### src/rtl/adf_pkg.sv
// shared constants, types and conversion helpers of the dual audio input/convert core
// assumes a single system clock domain; link pins are sampled, not used as clocks
`default_nettype none

package adf_pkg;

  // ----------------------------------------------------------------
  // pin vector layout and sampling
  // ----------------------------------------------------------------
  localparam int PIN_BITCLK = 0;
  localparam int PIN_WORDCLK = 1;
  localparam int PIN_DL = 2;
  localparam int PIN_DR = 3;
  localparam int PIN_FA = 4;
  localparam int PIN_FB = 5;
  localparam int PIN_FC = 6;
  localparam int PIN_COUNT = 7;

  // ----------------------------------------------------------------
  // code widths and converter split
  // ----------------------------------------------------------------
  localparam int SHIFT_W = 20;
  localparam int CODE_W = 18;
  localparam int WEIGHTED_W = 10;
  localparam int RESIDUE_W = 8;
  localparam int DEF_OFFSET_BIT = 8;
  localparam logic [CODE_W-1:0] SIGN_FLIP = 18'h20000;
  localparam logic [CODE_W-1:0] CODE_RST = 18'h00000;

  // ----------------------------------------------------------------
  // system clock to sample rate ratio, in system clock cycles
  // ----------------------------------------------------------------
  localparam int RATIO_W = 10;
  localparam logic [RATIO_W-1:0] SYS_RATIO_MIN = 10'h030;
  localparam logic [RATIO_W-1:0] SYS_RATIO_MAX = 10'h180;
  localparam logic [RATIO_W-1:0] RATIO_RST = 10'h000;

  // ----------------------------------------------------------------
  // register map (byte offsets) and reset values
  // ----------------------------------------------------------------
  localparam logic [3:0] REG_CTRL = 4'h0;
  localparam logic [3:0] REG_STATUS = 4'h4;
  localparam logic [3:0] REG_LEFT = 4'h8;
  localparam logic [3:0] REG_RIGHT = 4'hc;
  localparam logic CTRL_SMALL_RST = 1'b0;
  localparam int ST_FMT = 0;
  localparam int ST_INV = 2;
  localparam int ST_OFFL = 3;
  localparam int ST_OFFR = 4;
  localparam int ST_RATE_OK = 5;
  localparam int ST_RATIO = 16;

  typedef enum logic [1:0] {FMT_SER16, FMT_SER18, FMT_PAR20, FMT_PAR18} adf_format_t;

  typedef struct packed {
    logic positive;
    logic [WEIGHTED_W-1:0] word;
    logic [RESIDUE_W-1:0] residue;
  } adf_conv_t;

  function automatic adf_format_t decodeFormat(input logic a, input logic b,
                                               input logic smallPkg);
    if (smallPkg) begin
      return a ? FMT_PAR18 : FMT_SER18;
    end
    case ({a, b})
      2'b00: return FMT_SER16;
      2'b01: return FMT_SER18;
      2'b10: return FMT_PAR20;
      default: return FMT_PAR18;
    endcase
  endfunction : decodeFormat

  // msb-first shift register to an 18-bit two's complement code
  function automatic logic [CODE_W-1:0] normalize(input logic [SHIFT_W-1:0] sr,
                                                  input adf_format_t f);
    case (f)
      FMT_SER16: return {sr[15:0], 2'b00};
      FMT_PAR20: return sr[19:2];
      default: return sr[17:0];
    endcase
  endfunction : normalize

  function automatic adf_conv_t convertCode(input logic [CODE_W-1:0] code,
                                            input logic [CODE_W-1:0] weight);
    adf_conv_t r;
    logic [CODE_W-1:0] adj;
    r.positive = !code[CODE_W-1] && (code != CODE_RST);
    adj = r.positive ? code - weight : code;
    adj = adj ^ SIGN_FLIP;
    r.word = adj[CODE_W-1:RESIDUE_W];
    r.residue = adj[RESIDUE_W-1:0];
    return r;
  endfunction : convertCode

endpackage : adf_pkg

`default_nettype wire

### src/rtl/adf_shape_if.sv
// residue and one-bit output between the core and a noise shaper
// assumes both ends sit on the same system clock
`default_nettype none

interface adf_shape_if #(parameter int RES_W = 8);
  logic [RES_W-1:0] residue;
  logic bitOut;
  modport source (output residue, input bitOut);
  modport shaper (input residue, output bitOut);
endinterface : adf_shape_if

`default_nettype wire

### src/rtl/adf_noise_shaper.sv
// first-order noise shaper feeding a one-bit converter
// assumes residue is held between sample transfers
`default_nettype none

module adf_noise_shaper
  import adf_pkg::*;
#(
  parameter int RES_W = RESIDUE_W
) (
  // clock and reset
  input wire logic ref_clk,
  input wire logic resetn,
  // residue in, bit out
  adf_shape_if.shaper sh
);

  logic [RES_W-1:0] acc;
  logic [RES_W:0] sum;

  assign sum = {1'b0, acc} + {1'b0, sh.residue};

  // runs on every rising system clock edge; carry is the one-bit stream
  always_ff @(posedge ref_clk or negedge resetn) begin
    if (!resetn) begin
      acc <= '0;
      sh.bitOut <= 1'b0;
    end else begin
      acc <= sum[RES_W-1:0];
      sh.bitOut <= sum[RES_W];
    end
  end
endmodule : adf_noise_shaper

`default_nettype wire

### src/rtl/adf_input_format.sv
// input format selection and digital conversion core of a dual audio converter
// assumes link pins are asynchronous and slow against ref_clk (at least 4 samples per level)
// Contract
// - mode pins pick one of four input formats
// - serial: second pin selects 16 or 18 bits
// - small package: one pin, 18-bit serial/parallel
// - positive codes lose offset weight, offset on
// - ten-bit weighted part, residue noise shaped
// - shaper and one-bit run on system clock
// - shift on bit clock rise, transfer on fall; the code transfers on the rise when wordInv is set (large-package parallel, third pin low)
//
// Local design decisions: the Avalon-MM interface to the registers and the register offsets.
`default_nettype none

module adf_input_format
  import adf_pkg::*;
#(
  parameter int OFFSET_BIT = DEF_OFFSET_BIT
) (
  // clock and reset
  input wire logic ref_clk,
  input wire logic resetn,
  // audio link pins
  input wire logic serial_bit_clock,
  input wire logic word_latch_clock,
  input wire logic dataLeft,
  input wire logic dataRight,
  // static format pins
  input wire logic format_select_a,
  input wire logic format_select_b,
  input wire logic format_select_c,
  // avalon-mm slave
  input wire logic [3:0] avs_address,
  input wire logic avs_read,
  input wire logic avs_write,
  input wire logic [31:0] avs_writedata,
  output logic [31:0] avs_readdata,
  output logic avs_waitrequest,
  // converter drive
  output logic [WEIGHTED_W-1:0] dacWordLeft,
  output logic [WEIGHTED_W-1:0] dacWordRight,
  output logic offsetLeft,
  output logic offsetRight,
  output logic bitLeft,
  output logic bitRight
);

  localparam logic [CODE_W-1:0] OFFSET_WEIGHT = CODE_W'(1) << OFFSET_BIT;

  // ----------------------------------------------------------------
  // pin sampling
  // ----------------------------------------------------------------
  logic [PIN_COUNT-1:0] pinsRaw;
  logic [PIN_COUNT-1:0] syncA;
  logic [PIN_COUNT-1:0] syncB;
  logic [PIN_COUNT-1:0] syncC;
  logic [PIN_COUNT-1:0] pinLvl;
  logic [PIN_COUNT-1:0] next_pinLvl;
  logic [PIN_COUNT-1:0] rise;
  logic [PIN_COUNT-1:0] fall;

  assign pinsRaw = {format_select_c, format_select_b, format_select_a, dataRight, dataLeft,
                    word_latch_clock, serial_bit_clock};

  always_ff @(posedge ref_clk or negedge resetn) begin
    if (!resetn) begin
      syncA <= '0;
      syncB <= '0;
      syncC <= '0;
    end else begin
      syncA <= pinsRaw;
      syncB <= syncA;
      syncC <= syncB;
    end
  end

  // a level counts only once the last two stages agree
  genvar p;
  generate
    for (p = 0; p < PIN_COUNT; p++) begin : g_pin
      assign next_pinLvl[p] = (syncB[p] == syncC[p]) ? syncC[p] : pinLvl[p];
    end
  endgenerate

  assign rise = next_pinLvl & ~pinLvl;
  assign fall = ~next_pinLvl & pinLvl;

  always_ff @(posedge ref_clk or negedge resetn) begin
    if (!resetn) begin
      pinLvl <= '0;
    end else begin
      pinLvl <= next_pinLvl;
    end
  end

  // ----------------------------------------------------------------
  // format decode
  // ----------------------------------------------------------------
  logic ctrlSmall;
  adf_format_t fmt;
  logic wordInv;
  logic serialMode;

  // pins are static, so re-decoding every cycle costs nothing and tracks strap changes
  always_ff @(posedge ref_clk or negedge resetn) begin
    if (!resetn) begin
      fmt <= FMT_SER16;
      wordInv <= 1'b0;
    end else begin
      fmt <= decodeFormat(pinLvl[PIN_FA], pinLvl[PIN_FB], ctrlSmall);
      wordInv <= !ctrlSmall && pinLvl[PIN_FA] && !pinLvl[PIN_FC];
    end
  end

  assign serialMode = (fmt == FMT_SER16) || (fmt == FMT_SER18);

  // ----------------------------------------------------------------
  // shifting and word framing
  // ----------------------------------------------------------------
  logic [SHIFT_W-1:0] shiftL;
  logic [SHIFT_W-1:0] shiftR;
  logic [CODE_W-1:0] holdLeft;
  logic wordUp;
  logic xfer;
  logic [CODE_W-1:0] newCodeL;
  logic [CODE_W-1:0] newCodeR;

  assign wordUp = wordInv ? fall[PIN_WORDCLK] : rise[PIN_WORDCLK];
  assign xfer = wordInv ? rise[PIN_WORDCLK] : fall[PIN_WORDCLK];

  always_ff @(posedge ref_clk or negedge resetn) begin
    if (!resetn) begin
      shiftL <= '0;
      shiftR <= '0;
    end else if (rise[PIN_BITCLK]) begin
      shiftL <= {shiftL[SHIFT_W-2:0], pinLvl[PIN_DL]};
      if (!serialMode) begin
        shiftR <= {shiftR[SHIFT_W-2:0], pinLvl[PIN_DR]};
      end
    end
  end

  // serial stream on the left pin carries left then right
  always_ff @(posedge ref_clk or negedge resetn) begin
    if (!resetn) begin
      holdLeft <= CODE_RST;
    end else if (serialMode && wordUp) begin
      holdLeft <= normalize(shiftL, fmt);
    end
  end

  assign newCodeL = serialMode ? holdLeft : normalize(shiftL, fmt);
  assign newCodeR = serialMode ? normalize(shiftL, fmt) : normalize(shiftR, fmt);

  // ----------------------------------------------------------------
  // conversion split and offset
  // ----------------------------------------------------------------
  adf_conv_t convL;
  adf_conv_t convR;
  logic [CODE_W-1:0] codeL;
  logic [CODE_W-1:0] codeR;
  logic [RESIDUE_W-1:0] residueL;
  logic [RESIDUE_W-1:0] residueR;

  assign convL = convertCode(newCodeL, OFFSET_WEIGHT);
  assign convR = convertCode(newCodeR, OFFSET_WEIGHT);

  always_ff @(posedge ref_clk or negedge resetn) begin
    if (!resetn) begin
      codeL <= CODE_RST;
      codeR <= CODE_RST;
      dacWordLeft <= '0;
      dacWordRight <= '0;
      residueL <= '0;
      residueR <= '0;
      offsetLeft <= 1'b0;
      offsetRight <= 1'b0;
    end else if (xfer) begin
      codeL <= newCodeL;
      codeR <= newCodeR;
      dacWordLeft <= convL.word;
      dacWordRight <= convR.word;
      residueL <= convL.residue;
      residueR <= convR.residue;
      offsetLeft <= convL.positive;
      offsetRight <= convR.positive;
    end
  end

  adf_shape_if #(.RES_W(RESIDUE_W)) shIf [2] ();
  assign shIf[0].residue = residueL;
  assign shIf[1].residue = residueR;
  assign bitLeft = shIf[0].bitOut;
  assign bitRight = shIf[1].bitOut;

  genvar c;
  generate
    for (c = 0; c < 2; c++) begin : g_ch
      adf_noise_shaper #(.RES_W(RESIDUE_W)) u_shaper (
        .ref_clk(ref_clk),
        .resetn(resetn),
        .sh(shIf[c].shaper)
      );
    end
  endgenerate

  // ----------------------------------------------------------------
  // system clock per sample, measured between transfers
  // ----------------------------------------------------------------
  logic [RATIO_W-1:0] ratioCnt;
  logic [RATIO_W-1:0] ratioLast;
  logic rateOk;

  always_ff @(posedge ref_clk or negedge resetn) begin
    if (!resetn) begin
      ratioCnt <= RATIO_RST;
      ratioLast <= RATIO_RST;
    end else if (xfer) begin
      ratioCnt <= RATIO_RST;
      ratioLast <= (&ratioCnt) ? ratioCnt : RATIO_W'(ratioCnt + 1'b1);
    end else if (!(&ratioCnt)) begin
      ratioCnt <= RATIO_W'(ratioCnt + 1'b1);
    end
  end

  // only a flag: the shaper runs regardless, quality drops outside the band
  assign rateOk = (ratioLast >= SYS_RATIO_MIN) && (ratioLast <= SYS_RATIO_MAX);

  // ----------------------------------------------------------------
  // avalon-mm registers
  // ----------------------------------------------------------------
  logic [31:0] readMux;

  always_comb begin
    readMux = 32'h00000000;
    case (avs_address)
      REG_CTRL: readMux[0] = ctrlSmall;
      REG_STATUS: begin
        readMux[ST_FMT+1:ST_FMT] = fmt;
        readMux[ST_INV] = wordInv;
        readMux[ST_OFFL] = offsetLeft;
        readMux[ST_OFFR] = offsetRight;
        readMux[ST_RATE_OK] = rateOk;
        readMux[ST_RATIO+RATIO_W-1:ST_RATIO] = ratioLast;
      end
      REG_LEFT: readMux[CODE_W-1:0] = codeL;
      REG_RIGHT: readMux[CODE_W-1:0] = codeR;
      default: readMux = 32'h00000000;
    endcase
  end

  // one wait cycle per access, then a single low cycle of waitrequest
  always_ff @(posedge ref_clk or negedge resetn) begin
    if (!resetn) begin
      avs_waitrequest <= 1'b1;
      avs_readdata <= 32'h00000000;
    end else if ((avs_read || avs_write) && avs_waitrequest) begin
      avs_waitrequest <= 1'b0;
      avs_readdata <= avs_read ? readMux : 32'h00000000;
    end else begin
      avs_waitrequest <= 1'b1;
    end
  end

  always_ff @(posedge ref_clk or negedge resetn) begin
    if (!resetn) begin
      ctrlSmall <= CTRL_SMALL_RST;
    end else if (avs_write && !avs_waitrequest && avs_address == REG_CTRL) begin
      ctrlSmall <= avs_writedata[0];
    end
  end
endmodule : adf_input_format

`default_nettype wire

### config.mk
export PLATFORM = sky130hd
export DESIGN_NAME = adf_input_format
export DESIGN_NICKNAME = d
export VERILOG_FILES = /design/src/rtl/adf_pkg.sv /design/src/rtl/adf_shape_if.sv /design/src/rtl/adf_noise_shaper.sv /design/src/rtl/adf_input_format.sv
export SDC_FILE = /design/constraint.sdc
export NUM_CORES = 1
export LEC_CHECK = 0
export BUFFER_PORTS_ARGS = -buffer_cell sky130_fd_sc_hd__buf_2
export CAP_MARGIN = 20
export CORE_UTILIZATION = 31
export CTS_CLUSTER_SIZE = 40
export DETAILED_ROUTE_END_ITERATION = 12
export GPL_TIMING_DRIVEN = 0
export SKIP_LAST_GASP = 1
export SYNTH_ARGS = -nofsm -noshare
export SYNTH_HDL_FRONTEND = slang
export SYNTH_SLANG_ARGS = --single-unit
export TNS_END_PERCENT = 1
### constraint.sdc
create_clock -name ref_clk -period 5.7 [get_ports ref_clk]
set_input_delay 0.285 -clock ref_clk [delete_from_list [all_inputs] [get_ports ref_clk]]
set_output_delay 0.285 -clock ref_clk [all_outputs]
set_load 0.01 [all_outputs]
* Word-level counts from Yosys, hierarchy flattened
Index checks and enable logic that the tools add are counted.
Operators by class: add/subtract/negate cells 5, magnitude comparators 2, equal/unequal tests 14, multiplexer cells 29, bitwise logic cells 7, reduce and logical (&&, ||, !) cells 23
Operators by type and width (number):
- $mux 18 | 4
- $pmux 18 s2 | 2
- $reduce_bool 18->1 | 2
- $sub 18x9->18 const B | 2
- $mux 26 | 1
- $mux 10 | 2
- $pmux 10 s2 | 1
- $add 8x8->9 | 2
- $pmux 5 s3 | 1
- $pmux 2 s3 | 2
- $mux 1 | 11
- $add 10x1->10 const B | 1
- $ge 10x6->1 const B | 1
- $le 10x9->1 const B | 1
- $reduce_and 10->1 | 1
- $logic_and 1x1->1 | 9
- $eq 4x4->1 const B | 2
- $mux 8 | 1
- $eq 1x1->1 | 7
- $mux 2 | 3
- $logic_not 1->1 | 5
- $and 2x2->2 | 2
- $eq 2x1->1 const B | 2
- $eq 2x2->1 const B | 2
- other kinds (8) | 13
Word-level totals: register bits after elaboration 235, input bits 47, output and inout port bits 57, word-level logic and storage cells 106

* Longest topological paths before layout
depth in word-level cells 7, gate-level depth with buffers 17, mapped depth without buffers 13

* By module
Synthesis repeated with hierarchy kept, for this count alone.
Unflattened totals: cell total of the unflattened synthesis 990, area, all modules 10181.0 um^2
Modules (own cells, without submodules):
- adf_input_format | times used 1, cells an instance 896, area each 9120.0 um^2, sequential area each 4880.9 um^2
- adf_noise_shaper | times used 2, cells an instance 47, area each 530.5 um^2, sequential area each 225.2 um^2

* Worst setup path before layout
OpenSTA, ideal clock, no wires.
kind register to register, start point reg fmt[0], end point reg dacWordRight[7], library setup time 129 ps, data arrival time 2990 ps, data required time 5571 ps, slack 2581 ps, stages on the path, launching flop included 16, buffers on the path 5, period minus slack after synthesis 3119 ps, cells stage by stage dfrtp_1 buf_6 buf_6 buf_6 buf_4 buf_4 and2_1 o31ai_1 ha_1 inv_1 a211oi_1 nand4_1 nor4_1 nor4_1 xnor2_1 o21ai_1
Between the ends: longest elaborated chain between the ends 6, elaborated cells on any way between the ends 12, classes of those cells add/sub: 1; eq/ne: 2; mux: 4; reduce/logical: 5
Ends and longest elaborated chain:
- start, declared | RTL line adf_input_format.sv:100 | adf_format_t fmt;
- start signal, assigned | RTL line adf_input_format.sv:110 | fmt <= decodeFormat(pinLvl[PIN_FA], pinLvl[PIN_FB], ctrlSmall);
- $eq 2x2->1 (tied with other cells) | RTL line adf_pkg.sv:77 | case (f)
- $pmux 18 s2 / $logic_or 1x1->1 (equally long branches) | RTL line adf_pkg.sv:77, adf_input_format.sv:115
- $mux 18 * | RTL line adf_input_format.sv:153 | assign newCodeR = serialMode ? normalize(shiftL, fmt) : normalize(shiftR, fmt);
- branches (longest 2 deep; another with $sub 18x9->18)
- $mux 18 * | RTL line adf_pkg.sv:89 | adj = r.positive ? code - weight : code;
- end signal, assigned | RTL line adf_input_format.sv:182 | dacWordRight <= convR.word;
- end, declared | RTL line adf_input_format.sv:41 | output logic [WEIGHTED_W-1:0] dacWordRight,
Mark *: on every way between the ends. A chain may end at the register's enable or synchronous reset.

* Final worst setup path
Same ends and word-level chain as after synthesis.

==> out/results.tsv <==
metric	value	unit
num_rows	65	
grt_pass1_wl	41.3	mm
syn_inst	965	
hold_buffers	9	
period_needed	4000	ps
routed_via_density	5.00	
hold_path_class	in -> reg	
finClkSkew	10.7	ps
vias	7459	
cp.required	6100	ps
drt-total-wl	26.0	mm
root_buffer	clkbuf_16	
pin_count	104	
crit_type	reg -> reg	
worst_slew_pin_slew	1050	ps
async_reset_ff_share	100	%
rsz0062_at_grt	no	
grt.total_usage	15.8	%
hpwl	18.7	mm
final_common_cell	dfrtp_1	
p_sw_share	33.2	%
cts_buffer_depth	3	
synth_top_cell_by_area	dfrtp_1	
area_growth	18.5	%
synth_top_area_share	52.7	%
p_per_area	442	mW/mm^2
die_y	182	um
final_antenna_net_count	0	
drive_gt1_share	18.6	%
synth_edf_count	0	
status	finished, final reports clean	
ys_warn_count	0	
synth_ff_type	dfrtp_1	
peakVddDrop	0.207	mV
worstSkewPairLatency	530	ps
buffer_ports.inserted	66	
pwr-share-comb	27.9	%
ys_types	61	
drcViolationCount	0	
p_clk_share	32.2	%
cts_tree	done	
cap_viol_max_count	0	
drt-initial-drc-count	479	
diodes	0	
ys_ff_latch	213	
power_frac_seq	39.9	%
hold_slack	121	ps
ys_seq_area_share	53.0	%
slew_headroom	29.1	%
clk_pin_slew	60	ps
min-delay-start	avs_read	
cts_sinks	213	
grt_max_degree	118	
p_int	3.52	mW
rr_startpoint	fmt[0]	
antenna_found_initial	0	
setup.worst_path.start	fmt[0]	
finalNetCount	1143	
place.gp.congestion	0.871	
cts.htree.levels	1	
leakage	5.63	nW
synth.area.top_cells	dfrtp_1, nand2_1, mux2_2	
hold_violations	0	
first_global_vias	7255	
tns	0	ps
drt_first_pass_iters	6	
period_share	70.2	%
synthesis.area	0.0101	mm^2
max_freq	0.250	GHz
cp.arrival	4390	ps
grt_overflow	0	
cts_setup_buffers	0	
cp-start-kind	flip-flop	
die_area	0.0332	mm^2
coreArea	0.0317	mm^2
cp-end-kind	flip-flop	
switchingPower	1.75	mW
crit_fanout	10	
cts_buffers	24	
syn_avg_cell_area	10.4	um^2
die_x	182	um
drv_slew	0	
post_cts_resized	0	
mostFrequentLayoutCells	dfrtp_1, nand2_1, nor2_1, o21ai_0, buf_2	
wire_per_inst	17.4	um
start_util	31.7	%
setup_viol	0	
per-stage QoR:
stage | total power, mW | utilization, % | std cells | instance area [um^2] | setup WS (ps)
after detailed placement | 3.60 | 34.6 | 1440 | 11000 | 1750
after global routing | 5.58 | 37.6 | 1492 | 11900 | 1480
after CTS | 5.32 | 37.6 | 1492 | 11900 | 1710
after floorplan | 3.08 | - | 970 | 10100 | 2580
final | 5.27 | 37.6 | 1492 | 11900 | 1700
after global placement | 3.56 | 34.4 | 1438 | 10900 | 564
sequential cells by signal, summed over array words and instances (netlist names), 7 cells and up:
signal             cells
syncB                  7
pinLvl                 7
ratioLast             10
shiftL                20
syncC                  7
holdLeft              18
codeR                 18
avs_readdata          26
ratioCnt              10
dacWordLeft           10
g_ch.u_shaper.acc     16
syncA                  7
dacWordRight          10
shiftR                20
codeL                 18
critical path, cell delays in order, from the launching register on:
cell and delay, ps:
dfrtp_1 430, buf_6 180, buf_6 160, buf_6 150, buf_4 180, buf_4 180, and2_1 170, o31ai_1 610
ha_1 300, inv_1 40, a211oi_1 200, nand4_1 280, nor4_1 450, nor4_1 110, xnor2_1 320, o21ai_1 110
kinds of logic after synthesis:
kind of cell             synth area share (%)
adder cells (fa/ha/maj)                  3.70
other                                  0.0373
XOR/XNOR                                 2.26
flip-flops                               53.0
multiplexers                             11.8
AO/OA/AOI/OAI                            10.4
AND/OR/NAND/NOR                          15.1
buffers and inverters                    3.64
power by group through the flow:
stage                     logic [mW]  clock network [mW]  registers, mW
after global routing            1.65                1.79           2.14
after floorplan                 1.01                   0           2.07
final                           1.47                1.70           2.10
after CTS                       1.49                1.73           2.10
after global placement          1.44                   0           2.12
after detailed placement        1.47                   0           2.13
per-layer routing:
metal | wire length [um] | part of all wire [%] | vias to the layer above | track usage (%)
met5 | 0 | 0 | - | 0
met4 | 653 | 2.5 | 0 | 4.27
met3 | 1170 | 4.5 | 45 | 2.26
met2 | 12000 | 46 | 204 | 25.3
met1 | 12200 | 47 | 3674 | 22.3
li1 | - | - | 3536 | -
cell type report:
class                   count  area (um^2)
well taps                 402          503
repair buffers             77          463
clock inverters            13          213
plain buffers              62          307
flip-flops and latches    213         5330
multi-input cells         679         4390
inverters                  16         60.1
clock buffers              30          663
fillers                  3173        19800
Yosys cell counts (8+ instances only):
cell        n
ha_1       21
clkbuf_1   34
a21oi_1    37
xnor2_1    18
nand2b_1    8
dfrtp_1   212
o21ai_0    80
buf_2      10
nor3_1     13
a22oi_1    16
a21o_1      8
mux2i_1    35
mux2_2     44
mux4_2     13
inv_1      16
buf_4       8
nand2_1   175
nor2_1    100
xor2_1      8
a22o_1      9
path summary, 6_finish.rpt:
check                                   to  slack [ps]  cells past startpoint
max                        dacWordRight[7]        1700                     15
min                        avs_readdata[5]         120                      3
max reg2reg                dacWordRight[7]        1700                     15
min reg2reg                       syncB[3]         350                      0
max in group asynchronous         syncA[1]        4300                      3
min in group asynchronous      ratioCnt[7]         350                      2
Power figures use the tool's default switching activity.
